File: config.mk
export PLATFORM = sky130hd
export DESIGN_NAME = dsd_encoder
export DESIGN_NICKNAME = d
export VERILOG_FILES = /design/src/verilog/dsd_pkg.sv /design/src/verilog/dsd_encoder.sv
export SDC_FILE = /design/constraint.sdc
export NUM_CORES = 1
export LEC_CHECK = 0
export ABC_AREA = 1
export BUFFER_PORTS_ARGS = -buffer_cell sky130_fd_sc_hd__buf_2
export CORE_UTILIZATION = 59
export DETAILED_ROUTE_END_ITERATION = 10
export GPL_TIMING_DRIVEN = 0
export PLACE_DENSITY_LB_ADDON = 0.25
export SLEW_MARGIN = 5
export SYNTH_ARGS = -nofsm -noshare
export SYNTH_HDL_FRONTEND = slang
export SYNTH_SLANG_ARGS = --single-unit
File: constraint.sdc
create_clock -name sys_clk -period 2.3 [get_ports sys_clk]
set_clock_uncertainty 0.1 [all_clocks]
set_input_delay 0.575 -clock sys_clk [delete_from_list [all_inputs] [get_ports sys_clk]]
set_output_delay 0.575 -clock sys_clk [all_outputs]
set_load 0.02 [all_outputs]
File: src/verilog/dsd_pkg.sv
package dsd_pkg;

  // ==========================================================================
  // Operating state and indicator patterns
  typedef enum logic [2:0] {
    DSD_OFF,
    DSD_INIT,
    DSD_READY,
    DSD_RUN,
    DSD_FAULT_LAST,
    DSD_FAULT_ACK
  } dsd_opstate_e;

  typedef enum logic [1:0] {
    DSD_PAT_OFF,
    DSD_PAT_ON,
    DSD_PAT_FLASH
  } dsd_pat_e;

  // ==========================================================================
  // Controller status code bits
  localparam int DSD_CS_W = 16;
  localparam logic [15:0] DSD_CS_DC_RISE   = 16'h0001;
  localparam logic [15:0] DSD_CS_SHUTDOWN  = 16'h0002;
  localparam logic [15:0] DSD_CS_MAINS     = 16'h0004;
  localparam logic [15:0] DSD_CS_OVERVOLT  = 16'h0008;
  localparam logic [15:0] DSD_CS_BOOST     = 16'h0010;
  localparam logic [15:0] DSD_CS_CUR_LIM   = 16'h0020;
  localparam logic [15:0] DSD_CS_TRQ_LIM   = 16'h0040;
  localparam logic [15:0] DSD_CS_CTRL_SW   = 16'h0080;
  localparam logic [15:0] DSD_CS_START_LIM = 16'h0100;
  localparam logic [15:0] DSD_CS_LONG_OVL  = 16'h0200;
  localparam logic [15:0] DSD_CS_SHORT_OVL = 16'h0400;
  localparam logic [15:0] DSD_CS_HEATSINK  = 16'h0800;
  localparam logic [15:0] DSD_CS_MOTOR_TMP = 16'h1000;
  localparam logic [15:0] DSD_CS_FREQ_LIM  = 16'h2000;

  // Controller status display modes
  localparam logic [1:0] DSD_CSM_OFF   = 2'h0;
  localparam logic [1:0] DSD_CSM_PANEL = 2'h1;
  localparam logic [1:0] DSD_CSM_LED   = 2'h2;
  localparam logic [1:0] DSD_CSM_BOTH  = 2'h3;

  // ==========================================================================
  // Digital signal widths and timing
  localparam int DSD_DIN_N  = 6;
  localparam int DSD_DOUT_N = 2;
  localparam int DSD_FLASH_HALF_MS = 250;
  localparam int DSD_CLK_MHZ = 200;
  localparam int DSD_FLASH_CYC = DSD_FLASH_HALF_MS * 1000 * DSD_CLK_MHZ;
  localparam int DSD_MS_US = 1000;
  localparam int DSD_MS_CYC = DSD_MS_US * DSD_CLK_MHZ;

  // Snapshot format limits
  localparam logic [9:0]  DSD_MS_MAX  = 10'h3e7;
  localparam logic [5:0]  DSD_SEC_MAX = 6'h3b;
  localparam logic [5:0]  DSD_MIN_MAX = 6'h3b;
  localparam logic [16:0] DSD_HR_MAX  = 17'h1869f;
  localparam int DSD_SNAP_N = 4;

  typedef struct packed {
    logic [16:0] hours;
    logic [5:0]  minutes;
    logic [5:0]  seconds;
    logic [9:0]  millis;
  } dsd_time_s;

  typedef struct packed {
    dsd_time_s   elapsed;
    logic [15:0] ctrl_status;
    logic [15:0] warn_status;
    logic        valid;
  } dsd_snap_s;

  typedef struct packed {
    logic dc_ctrl_rise_phase;
    logic below_shutdown_threshold;
    logic mains_fail_regulation;
    logic dc_link_overvolt_limit;
    logic boost;
    logic current_limit;
    logic torque_limit;
    logic ctrl_switch;
    logic start_limit;
    logic long_overload_limit;
    logic short_overload_limit;
    logic heatsink_limit;
    logic motor_temp_limit;
    logic freq_limit;
  } dsd_limit_s;

  typedef struct packed {
    logic run;
    logic warn;
    logic fault;
  } dsd_panel_s;

endpackage : dsd_pkg

File: src/verilog/dsd_encoder.sv
// Behaviour
// - Ready, no warning: green flashes, red dark
// - Running with warning: green steady, red flashes
// - Ready with warning: both indicators flash
// - Fault awaiting acknowledge: green off, red steady
// - Init both steady; run green; last-fault red flashes
// - Panel mirrors run, warn, fault patterns
// - Signal n sits at bit n-1
// - Six inputs plus digital multifunction input
// - Two outputs plus digital multifunction output
// - Controller code is OR of active bits
// - Codes 0001, 0002, 0004, 0008 for DC functions
// - Codes 0010, 0020, 0040 boost, current, torque
// - Code 0080 control method switch-over
// - Codes 0100, 0200, 0400 start and overload
// - Codes 0800, 1000, 2000 temperatures, frequency
// - Setting selects controller status display
// - Keep snapshots of four latest faults
// - Snapshot holds elapsed time since enable
// - Snapshot holds controller and warning codes
// - Flag reports snapshot stored complete or not
module dsd_encoder #(
  parameter int FLASH_CYC = dsd_pkg::DSD_FLASH_CYC,
  parameter int MS_CYC    = dsd_pkg::DSD_MS_CYC
) (
  input  wire logic                        sys_clk,
  input  wire logic                        rst_b,
  input  wire dsd_pkg::dsd_opstate_e       op_state,
  input  wire logic                        warn_present,
  input  wire logic                        panel_attached,
  input  wire logic [1:0]                  ctrl_status_mode,
  input  wire dsd_pkg::dsd_limit_s         limits,
  input  wire logic [dsd_pkg::DSD_DIN_N-1:0]  din_level,
  input  wire logic                        multifunction_input_one,
  input  wire logic                        mfi_digital_mode,
  input  wire logic [dsd_pkg::DSD_DOUT_N-1:0] dout_level,
  input  wire logic                        multifunction_output_one,
  input  wire logic                        mfo_digital_mode,
  input  wire logic                        release_en,
  input  wire logic [15:0]                 warn_status,
  input  wire logic                        fault_event,
  input  wire logic                        store_abort,
  input  wire logic [1:0]                  snap_sel,
  output logic                             led_green,
  output logic                             led_red,
  output dsd_pkg::dsd_panel_s              panel,
  output logic [15:0]                      ctrl_status_led,
  output logic [15:0]                      ctrl_status_panel,
  output logic [6:0]                       din_status,
  output logic [2:0]                       dout_status,
  output logic [15:0]                      ctrl_status,
  output dsd_pkg::dsd_snap_s               snap_out,
  output logic                             snap_ok
);

  // ==========================================================================
  // Flash timebase
  logic [31:0] flash_cnt_r, flash_cnt_nxt;
  logic        flash_r, flash_nxt;

  always_comb begin
    flash_cnt_nxt = flash_cnt_r + 32'h1;
    flash_nxt     = flash_r;
    if (flash_cnt_r >= 32'(FLASH_CYC - 1)) begin
      flash_cnt_nxt = 32'h0;
      flash_nxt     = ~flash_r;
    end
  end

  always_ff @(posedge sys_clk or negedge rst_b) begin
    if (!rst_b) begin
      flash_cnt_r <= 32'h0;
      flash_r     <= 1'b0;
    end else begin
      flash_cnt_r <= flash_cnt_nxt;
      flash_r     <= flash_nxt;
    end
  end

  function automatic logic pat_level(dsd_pkg::dsd_pat_e p, logic fl);
    unique case (p)
      dsd_pkg::DSD_PAT_OFF:   pat_level = 1'b0;
      dsd_pkg::DSD_PAT_ON:    pat_level = 1'b1;
      default:                pat_level = fl;
    endcase
  endfunction

  // ==========================================================================
  // Indicator patterns
  dsd_pkg::dsd_pat_e g_pat, r_pat, run_pat, warn_pat, flt_pat;

  always_comb begin
    g_pat    = dsd_pkg::DSD_PAT_OFF;
    r_pat    = dsd_pkg::DSD_PAT_OFF;
    run_pat  = dsd_pkg::DSD_PAT_OFF;
    warn_pat = dsd_pkg::DSD_PAT_OFF;
    flt_pat  = dsd_pkg::DSD_PAT_OFF;
    unique case (op_state)
      dsd_pkg::DSD_OFF: begin
      end
      dsd_pkg::DSD_INIT: begin
        g_pat = dsd_pkg::DSD_PAT_ON;
        r_pat = dsd_pkg::DSD_PAT_ON;
      end
      dsd_pkg::DSD_READY: begin
        g_pat = dsd_pkg::DSD_PAT_FLASH;
        if (warn_present) begin
          r_pat    = dsd_pkg::DSD_PAT_FLASH;
          run_pat  = dsd_pkg::DSD_PAT_ON;
          warn_pat = dsd_pkg::DSD_PAT_ON;
        end else begin
          run_pat  = dsd_pkg::DSD_PAT_FLASH;
        end
      end
      dsd_pkg::DSD_RUN: begin
        g_pat   = dsd_pkg::DSD_PAT_ON;
        run_pat = dsd_pkg::DSD_PAT_ON;
        if (warn_present) begin
          r_pat    = dsd_pkg::DSD_PAT_FLASH;
          warn_pat = dsd_pkg::DSD_PAT_ON;
        end
      end
      dsd_pkg::DSD_FAULT_LAST: begin
        r_pat   = dsd_pkg::DSD_PAT_FLASH;
        flt_pat = dsd_pkg::DSD_PAT_FLASH;
      end
      default: begin
        r_pat   = dsd_pkg::DSD_PAT_ON;
        flt_pat = dsd_pkg::DSD_PAT_ON;
      end
    endcase
  end

  // ==========================================================================
  // Status encoding
  logic [15:0] cs_nxt;
  logic [6:0]  din_nxt;
  logic [2:0]  dout_nxt;

  always_comb begin
    cs_nxt = 16'h0;
    if (limits.dc_ctrl_rise_phase)       cs_nxt = cs_nxt | dsd_pkg::DSD_CS_DC_RISE;
    if (limits.below_shutdown_threshold) cs_nxt = cs_nxt | dsd_pkg::DSD_CS_SHUTDOWN;
    if (limits.mains_fail_regulation)    cs_nxt = cs_nxt | dsd_pkg::DSD_CS_MAINS;
    if (limits.dc_link_overvolt_limit)   cs_nxt = cs_nxt | dsd_pkg::DSD_CS_OVERVOLT;
    if (limits.boost)                    cs_nxt = cs_nxt | dsd_pkg::DSD_CS_BOOST;
    if (limits.current_limit)            cs_nxt = cs_nxt | dsd_pkg::DSD_CS_CUR_LIM;
    if (limits.torque_limit)             cs_nxt = cs_nxt | dsd_pkg::DSD_CS_TRQ_LIM;
    if (limits.ctrl_switch)              cs_nxt = cs_nxt | dsd_pkg::DSD_CS_CTRL_SW;
    if (limits.start_limit)              cs_nxt = cs_nxt | dsd_pkg::DSD_CS_START_LIM;
    if (limits.long_overload_limit)      cs_nxt = cs_nxt | dsd_pkg::DSD_CS_LONG_OVL;
    if (limits.short_overload_limit)     cs_nxt = cs_nxt | dsd_pkg::DSD_CS_SHORT_OVL;
    if (limits.heatsink_limit)           cs_nxt = cs_nxt | dsd_pkg::DSD_CS_HEATSINK;
    if (limits.motor_temp_limit)         cs_nxt = cs_nxt | dsd_pkg::DSD_CS_MOTOR_TMP;
    if (limits.freq_limit)               cs_nxt = cs_nxt | dsd_pkg::DSD_CS_FREQ_LIM;
    // Signal n lands on bit n-1; multifunction pin is the next bit up
    din_nxt  = {multifunction_input_one & mfi_digital_mode, din_level};
    dout_nxt = {multifunction_output_one & mfo_digital_mode, dout_level};
  end

  // Digital levels come from the same clock domain, so no synchroniser
  always_ff @(posedge sys_clk or negedge rst_b) begin
    if (!rst_b) begin
      ctrl_status <= 16'h0;
      din_status  <= 7'h0;
      dout_status <= 3'h0;
      led_green   <= 1'b0;
      led_red     <= 1'b0;
      panel       <= '0;
    end else begin
      ctrl_status <= cs_nxt;
      din_status  <= din_nxt;
      dout_status <= dout_nxt;
      led_green   <= pat_level(g_pat, flash_r);
      led_red     <= pat_level(r_pat, flash_r);
      panel.run   <= panel_attached & pat_level(run_pat, flash_r);
      panel.warn  <= panel_attached & pat_level(warn_pat, flash_r);
      panel.fault <= panel_attached & pat_level(flt_pat, flash_r);
    end
  end

  // Display routing is combinational off the registered code
  always_comb begin
    ctrl_status_led   = ctrl_status_mode[1] ? ctrl_status : 16'h0;
    ctrl_status_panel = (ctrl_status_mode[0] & panel_attached) ? ctrl_status : 16'h0;
  end

  // ==========================================================================
  // Elapsed time since release
  dsd_pkg::dsd_time_s tm_r, tm_nxt;
  logic [31:0]        ms_cnt_r, ms_cnt_nxt;

  always_comb begin
    tm_nxt     = tm_r;
    ms_cnt_nxt = ms_cnt_r + 32'h1;
    if (!release_en) begin
      tm_nxt     = '0;
      ms_cnt_nxt = 32'h0;
    end else if (ms_cnt_r >= 32'(MS_CYC - 1)) begin
      ms_cnt_nxt = 32'h0;
      if (tm_r.millis != dsd_pkg::DSD_MS_MAX) tm_nxt.millis = tm_r.millis + 10'h1;
      else begin
        tm_nxt.millis = 10'h0;
        if (tm_r.seconds != dsd_pkg::DSD_SEC_MAX) tm_nxt.seconds = tm_r.seconds + 6'h1;
        else begin
          tm_nxt.seconds = 6'h0;
          if (tm_r.minutes != dsd_pkg::DSD_MIN_MAX) tm_nxt.minutes = tm_r.minutes + 6'h1;
          else begin
            tm_nxt.minutes = 6'h0;
            // Hours saturate at the five-digit limit instead of wrapping
            if (tm_r.hours != dsd_pkg::DSD_HR_MAX) tm_nxt.hours = tm_r.hours + 17'h1;
          end
        end
      end
    end
  end

  always_ff @(posedge sys_clk or negedge rst_b) begin
    if (!rst_b) begin
      tm_r     <= '0;
      ms_cnt_r <= 32'h0;
    end else begin
      tm_r     <= tm_nxt;
      ms_cnt_r <= ms_cnt_nxt;
    end
  end

  // ==========================================================================
  // Fault snapshots, newest in slot 0
  dsd_pkg::dsd_snap_s snap_r [dsd_pkg::DSD_SNAP_N];
  dsd_pkg::dsd_snap_s snap_nxt [dsd_pkg::DSD_SNAP_N];
  logic               ok_r, ok_nxt;

  always_comb begin
    snap_nxt = snap_r;
    ok_nxt   = ok_r;
    if (fault_event) begin
      for (int i = dsd_pkg::DSD_SNAP_N - 1; i > 0; i--) begin
        snap_nxt[i] = snap_r[i-1];
      end
      snap_nxt[0].elapsed     = tm_r;
      snap_nxt[0].ctrl_status = ctrl_status;
      snap_nxt[0].warn_status = warn_status;
      snap_nxt[0].valid       = ~store_abort;
      ok_nxt                  = ~store_abort;
    end
  end

  always_ff @(posedge sys_clk or negedge rst_b) begin
    if (!rst_b) begin
      for (int i = 0; i < dsd_pkg::DSD_SNAP_N; i++) snap_r[i] <= '0;
      ok_r <= 1'b1;
    end else begin
      snap_r <= snap_nxt;
      ok_r   <= ok_nxt;
    end
  end

  always_comb begin
    snap_out = snap_r[snap_sel];
    snap_ok  = ok_r;
  end
endmodule // dsd_encoder

==> results of run 1 <==
synthesized netlist by cell type (7+ instances only):
master	instances	area, sq um
nand4_1	25	156
nand3_1	76	380
o22ai_1	25	156
nor2_1	356	1340
mux2_2	62	698
nand2_1	383	1440
nor3_1	21	105
xnor2_1	7	61.3
clkbuf_1	70	263
buf_2	35	175
xor2_1	26	228
a21oi_1	270	1350
dfrtp_1	413	10300
buf_4	10	75.1
inv_1	194	728
buf_1	7	26.3
o21ai_0	195	976
where the power goes:
part	internal (mW)	switching, mW	leakage (nW)
registers	8.04	0.660	5.09
logic	1.23	1.99	5.26
clock network	4.22	2.89	0.716
timing repair:
item / in CTS / in global routing
gates resized for setup: 329 / 125
cloned: 9 / 5
hold endpoints to repair: 69 / 0
pin swaps: 9 / 13
hold buffers: 1 / 0
setup buffers: 4 / 4
endpoints found under the setup margin: 70 / 70
through the flow:
| stage | cell area [sq um] | setup slack, ps |
|---|---|---|
| 2_1_floorplan | 19300 | 36.1 |
| 3_3_place_gp | 20700 | -7450 |
| 3_5_place_dp | 20800 | -963 |
| 4_1_cts | 23400 | -58.9 |
| 5_1_grt | 24100 | -135 |
| 6_report | 24100 | -161 |
layer usage:
metal / vias up / track usage / wire length (um)
met5: - / 0 / 0
met4: 0 / 0.180 / 3350
met3: 253 / 0.0556 / 5140
met2: 1040 / 0.550 / 27300
met1: 8475 / 0.429 / 21700
li1: 7749 / - / -
registers in the layout (all words and copies together) (netlist names):
name         cells
dout_status      3
ms_cnt_r        32
snap_r         280
led_green        1
flash_r          1
tm_r            39
snap_ok          1
ctrl_status     14
din_status       7
panel            3
flash_cnt_r     32
led_red          1
worst register-to-register path: cells and delay by family, from the launching register on:
| kind | cells | cell delay (ps) |
|---|---|---|
| DFF | 1 | 510 |
| buffers and inverters | 1 | 160 |
| and+or+nand+nor | 9 | 1000 |
| adders and majority gates | 1 | 270 |
logic make-up after synthesis:
family	Yosys count	share of synthesized area
flip-flops	414	0.549
XOR/XNOR	33	0.0153
AND/OR/NAND/NOR	889	0.193
other	1	0.000199
AO/OA/AOI/OAI	497	0.134
buffers and inverters	319	0.0681
adder cells (fa/ha/maj)	6	0.00397
multiplexers	62	0.0370
area by class of cell:
cell class,count,area share
Buffer,123,0.0416
Clock inverter,5,0.00255
Clock buffer,73,0.0579
Sequential cell,414,0.431
Multi-Input combinational cell,1515,0.352
Timing Repair Buffer,206,0.0627
Inverter,196,0.0313
Tap cell,402,0.0209
Timing Repair inverter,1,0.000312
worst min path at each step:
stage                                         from                        to  slack, ps  cells after the start
after global routing                     limits[6]  ctrl_status[7]$_DFF_PN0_         10                      1
after CTS                               limits[13]  ctrl_status[0]$_DFF_PN0_         10                      1
final                                    limits[6]  ctrl_status[7]$_DFF_PN0_         10                      1
after global placement       ms_cnt_r[0]$_DFF_PN0_     ms_cnt_r[0]$_DFF_PN0_        350                      1
after floorplan                              rst_b  ctrl_status[0]$_DFF_PN0_        180                      0
after detailed placement  flash_cnt_r[0]$_DFF_PN0_  flash_cnt_r[0]$_DFF_PN0_        350                      1
==> metrics.md, run 1 <==
| Metric | Value |
|---|---|
| Crit Path Class | input port to output pin |
| Clock Path Buffers | 3 |
| Gr ovfl total | 0 |
| Num CTS Buffers | 44 |
| CP endpoint kind | output pin |
| H-tree lvl count | 2 |
| Vias | 17517 |
| Post-layout worst setup margin | -161 ps |
| Final worst-path cycle share | 1.07 |
| Worst-path cell chain | buf_12 -> clkinvlp_4 -> buf_4 -> buf_8 -> o21ai_2 -> a21oi_2 -> a21oi_2 -> buf_6 |
| Die area | 32700 sq um |
| Ys async rst share | 1.00 |
| Die Width | 181 um |
| Peak Freq | 406 MHz |
| Chip Height | 181 um |
| Worst-path clk slew | 60 ps |
| Top cell by count, worst path | a21oi_2 |
| Slew Limit Fails | 0 |
| Critical path's largest stage delay | 250 ps |
| Peak VDD IR | 523 uV |
| Post-DP HPWL | 33900 um |
| Family with the most delay on the worst path | buffers and inverters |
| # Max-Cap Violations | 0 |
| CP startpoint kind | input port |
| Drt wl/cell | 19.6 um |
| CTS tree | done |
| Number of diodes | 0 |
| Commonest cells after routing, fill and taps aside | dfrtp_1, nand2_1, nor2_1 |
| Crit-path max FO | 5 |
| Synthesized area | 18900 sq um |
| Filler cell count | 2017 |
| DRT Wirelength | 57500 um |
| Finished Core Util | 0.762 |
| First-pass GRT wire length | 87700 um |
| Main synth FF type | dfrtp_1 |
| Worst-Skew Late Latency | 560 ps |
| # rows | 65 |
| Fin Hold WS | 14.1 ps |
| Outcome | finished, violations left |
| Critical path startpoint | snap_sel[0] |
| GRT Total Usage | 0.335 |
| Critical path endpoint | snap_out[70] |
| Violated checks | negative setup slack |
| Yosys warning count | 0 |
| HP Class | input port to flop |
| Levels on crit path | 8 |
| Post-synth EDFFs | 0 |
| Vias per inst | 5.97 |
| Tmin final | 2460 ps |
| Port Buf Inserts | 181 |
| Tightest Pin Transition | 824 ps |
| Register bit total from synthesis | 414 |
| Mean post-synth cell area | 8.50 sq um |
| Cell Pwr Density | 791 nW/um^2 |
| # DRC | 0 |
| Power, Total | 19.0 mW |
| 1st-iter DRT viols | 1896 |
| Reg2reg end | tm_r[32]$_DFFE_PN0P_ |
| Relative slew slack | 0.451 |
| Setup tns final | -3840 ps |
| Vias in the first global route | 17130 |
| R2R depth | 11 |
| FF-to-FF setup slack | 140 ps |
| Leakage | 11.1 nW |
| Initial antenna violation count | 0 |
| Ratio of cells with drive above 1 in the final layout | 0.252 |
| Gate Count Post-Synth | 2221 |
| Nets | 2563 |
| Layout Cells excl Fill | 2935 |
| Worst Path Required | 1620 ps |
| Final Wtd Congestion | 0.892 |
| Hold Fails Final Rpt | 0 |
| First-pass DRT Iterations | 7 |
| Yosys cell types | 37 |
| Largest net degree at the start of global routing | 121 |
| Starting Density | 0.599 |
| # IOs | 192 |
| Core region area | 31600 sq um |
| Post-synthesis sequential area ratio | 0.549 |
| Commonest non-fill, non-tap cell in the layout | dfrtp_1 |
| RR Startpoint | tm_r[0]$_DFFE_PN0P_ |
| RSZ-0062 raised after global routing | true |
| Worst EP arrival | 1790 ps |
| Sink Count | 414 |
| Register area | 10400 sq um |
| DRT antenna net count | 0 |
| Cells after DPL | 2834 |
| Setup violations, final | 65 |
| Multi-input gate area | 8470 sq um |
| Slowest CP cell | o21ai_2 |
| Buf/Inv on CP | 5 |
| CTS root buf | clkbuf_16 |
| Synthesis-to-layout area growth | 27.4% |
Power figures use the tool's default switching activity.
==> run 2: changes to the inputs <==
- ABC_AREA: 1 -> not set
==> run 2 against run 1 <==
  * The flow finishes with violations (negative hold slack, negative setup slack)
  * Flip-flop and latch count did not move
  * Sequential share of layout area increased by 3.3 points
  * Routed wire length is 28% lower
  * Register-to-register slack got worse by 260 ps
  * Cell count is 31% lower
  * Critical endpoint is now tm_r[37]$_DFFE_PN0P_
  * Largest cell class unchanged
  * Largest power group unchanged
==> metrics.md, run 2 <==
| Metric | Value |
|---|---|
| Outcome | finished, violations left |
| Violated checks | negative hold slack, negative setup slack |
| Port Buf Inserts | 179 (-1.1%) |
| Drt wl/cell | 20.5 um (+4.8%) |
| Tmin final | 2420 ps (-41.1 ps) |
| Worst-path clk slew | 60 ps (about the same) |
| Vias per inst | 5.88 (-1.5%) |
| Gr ovfl total | 0 (unchanged) |
| Post-layout worst setup margin | -120 ps (+41.1 ps) |
| Register area | 10400 sq um (about the same) |
| Num CTS Buffers | 43 (-2.3%) |
| # IOs | 192 (unchanged) |
| RSZ-0062 raised after global routing | true |
| Ys async rst share | 1.00 (unchanged) |
| Initial antenna violation count | 0 (unchanged) |
| Finished Core Util | 0.750 (-0.0123) |
| Proportion of netlist area held by the largest area contributor | 0.576 (+0.0289) |
| Family with the most delay on the worst path | compound AO/OA/AOI/OAI gates |
| Main synth FF type | dfrtp_1 |
| DRT Wirelength | 41300 um (-28%) |
| Cell Area, Placed | 19600 sq um (-5.9%) |
| Peak VDD IR | 675 uV (+29%) |
| CTS tree | done |
| Top flop regs | snap_r: 280 flops, tm_r: 39 flops |
| DRT antenna net count | 0 (unchanged) |
| # Max-Cap Violations | 0 (unchanged) |
| Vias in the first global route | 11854 (-31%) |
| # DRC | 0 (unchanged) |
| Sink Count | 414 (unchanged) |
| Mean post-synth cell area | 14.2 sq um (+67%) |
| Slew Limit Fails | 0 (unchanged) |
| Yosys top cell by area | dfrtp_1 |
| Yosys cell types | 65 (+76%) |
| Leakage | 9.91 nW (-10%) |
| Crit Path Class | flop to flop |
| Yosys warning count | 0 (unchanged) |
| Worst-Skew Late Latency | 560 ps (about the same) |
| Most frequent cell after synthesis | dfrtp_1 |
| Synthesized area | 17900 sq um (-5.0%) |
| Tightest Pin Transition | 855 ps (+30.8 ps) |
| Setup slack at placement | -730 ps (+233 ps) |
| Die Width | 176 um (-2.5%) |
| Die area | 31100 sq um (-5.0%) |
| Chip Height | 176 um (-2.5%) |
| Hold Fails Final Rpt | 54 (+54) |
| Fin Hold WS | -52.8 ps (-67.0 ps) |
| R2R depth | 8 (-3) |
| Final Wtd Congestion | 0.856 (-4.1%) |
| Relative slew slack | 0.430 (-0.0206) |
| Post-route cell area | 22300 sq um (-7.1%) |
| Synthesis-to-layout area growth | 24.6% |
| Synth area leaders | dfrtp_1, mux2_2, mux4_2 |
| Nets | 1648 (-36%) |
| Levels on crit path | 8 (unchanged) |
| First-pass GRT wire length | 64500 um (-26%) |
| H-tree lvl count | 2 (unchanged) |
| Filler cell count | 1772 (-12%) |
| Crit-path max FO | 7 (+2) |
| Register bit total from synthesis | 414 (unchanged) |
| CP startpoint kind | flop |
| Setup violations, final | 20 (-69%) |
| GRT Total Usage | 0.266 (-0.0693) |
| Cell Pwr Density | 847 nW/um^2 (+7.1%) |
| First-pass DRT Iterations | 8 (+1) |
| Multi-input gate area | 7520 sq um (-11%) |
| Worst EP arrival | 2740 ps (+950 ps) |
| Commonest non-fill, non-tap cell in the layout | dfrtp_1 |
| Core region area | 29800 sq um (-5.6%) |
| Post-synth EDFFs | 0 (unchanged) |
| Max reg flops | 280 (unchanged) |
| CTS root buf | clkbuf_16 |
| Power, Total | 18.9 mW (-0.53%) |
| HP Class | input port to async pin |
| Vias | 11819 (-33%) |
| Critical path's largest stage delay | 440 ps (+190 ps) |
| Slowest CP cell | o41ai_4 |
| Commonest cells after routing, fill and taps aside | dfrtp_1, mux2_2, buf_2 |
| Ratio of cells with drive above 1 in the final layout | 0.469 (+0.217) |
| Worst Path Required | 2620 ps (+1000 ps) |
| Gate Count Post-Synth | 1265 (-43%) |
| Post-synthesis sequential area ratio | 0.578 (+0.0290) |
| Buf/Inv on CP | 1 (-4) |
| Largest net degree at the start of global routing | 123 (+1.7%) |
| Largest Register | snap_r |
| Peak Freq | 413 MHz (+1.7%) |
| Clock Path Buffers | 3 (unchanged) |
| Post-DP HPWL | 25300 um (-26%) |
| Starting Density | 0.602 (+0.00351) |
| Number of diodes | 0 (unchanged) |
| Most frequent cells after synthesis | dfrtp_1, mux2_2, nor2_1, mux4_2, nand2_1 |
| Worst-path cell chain | ha_4 -> nand3_4 -> o41ai_4 -> nand3_2 -> a21o_4 -> or2_4 -> buf_6 -> a211o_1 |
| CP endpoint kind | flop |
| # rows | 63 (-3.1%) |
| Final worst-path cycle share | 1.05 (-0.0179) |
| 1st-iter DRT viols | 923 (-51%) |
==> run 2: changes by cell type after synthesis, sizes merged, moves of 33 or more <==
cell / before / now
mux4: 0 / 70
buf: 53 / 20
nor2: 360 / 79
inv: 195 / 9
nand3: 77 / 36
nand2: 391 / 55
mux2: 62 / 279
o21ai: 196 / 36
a21oi: 270 / 11
==> run 2: cell families after synthesis <==
group                    count (synthesis)  share of synthesized area
flip-flops                             414                      0.578
multiplexers                           350                      0.264
AND/OR/NAND/NOR                        288                     0.0810
AO/OA/AOI/OAI                           85                     0.0322
buffers and inverters                   81                     0.0217
XOR/XNOR                                40                     0.0195
adder cells (fa/ha/maj)                  6                    0.00418
other                                    1                   0.000209
==> run 2: stage by stage <==
| step | instances | TNS (ps) |
|---|---|---|
| finish | 2011 | -1060 |
| global route | 2011 | -2680 |
| CTS | 1982 | -2610 |
| detailed placement | 1865 | -102640 |
| global placement | 1861 | -3091180 |
| floorplan | 1292 | -2490 |
==> run 2: report_power, final <==
part | total, mW | internal (mW) | switching, mW
sequential | 8.69 | 8.10 | 0.593
clock | 7.33 | 4.44 | 2.89
combinational | 2.90 | 1.55 | 1.36
total | 18.9 | 14.1 | 4.84
==> run 2: repair_timing <==
action,CTS,global route
resized for setup,106,84
hold endpoints to repair,34,1
setup endpoints to repair,137,113
pin swaps,12,12
cloned,9,0
setup buffers,27,34
hold buffers,2,2
==> run 2: cell type report <==
| type | count | area share |
|---|---|---|
| plain buffers | 70 | 0.0230 |
| clock buffers | 59 | 0.0567 |
| clock inverters | 21 | 0.0118 |
| inverters | 9 | 0.00151 |
| multi-input cells | 797 | 0.337 |
| flip-flops and latches | 414 | 0.464 |
| well taps | 390 | 0.0218 |
| repair buffers | 251 | 0.0849 |
==> run 2: layer usage <==
layer / track usage / vias up / part of all wire
met2: 0.440 / 346 / 0.51
li1: - / 5237 / -
met4: 0.0736 / 0 / 0.021
met1: 0.367 / 6165 / 0.42
met3: 0.0454 / 71 / 0.051
met5: 0 / - / 0
==> run 2: final timing paths <==
kind	from	end	slack, ps
max	tm_r[1]$_DFFE_PN0P_	tm_r[37]$_DFFE_PN0P_	-120
min	rst_b	snap_r[201]$_DFFE_PN0P_	-50
max reg2reg	tm_r[1]$_DFFE_PN0P_	tm_r[37]$_DFFE_PN0P_	-120
min reg2reg	snap_ok$_DFFE_PN1P_	snap_ok$_DFFE_PN1P_	360
max in group asynchronous	rst_b	snap_r[148]$_DFFE_PN0P_	560
min in group sys_clk	limits[10]	ctrl_status[3]$_DFF_PN0_	20
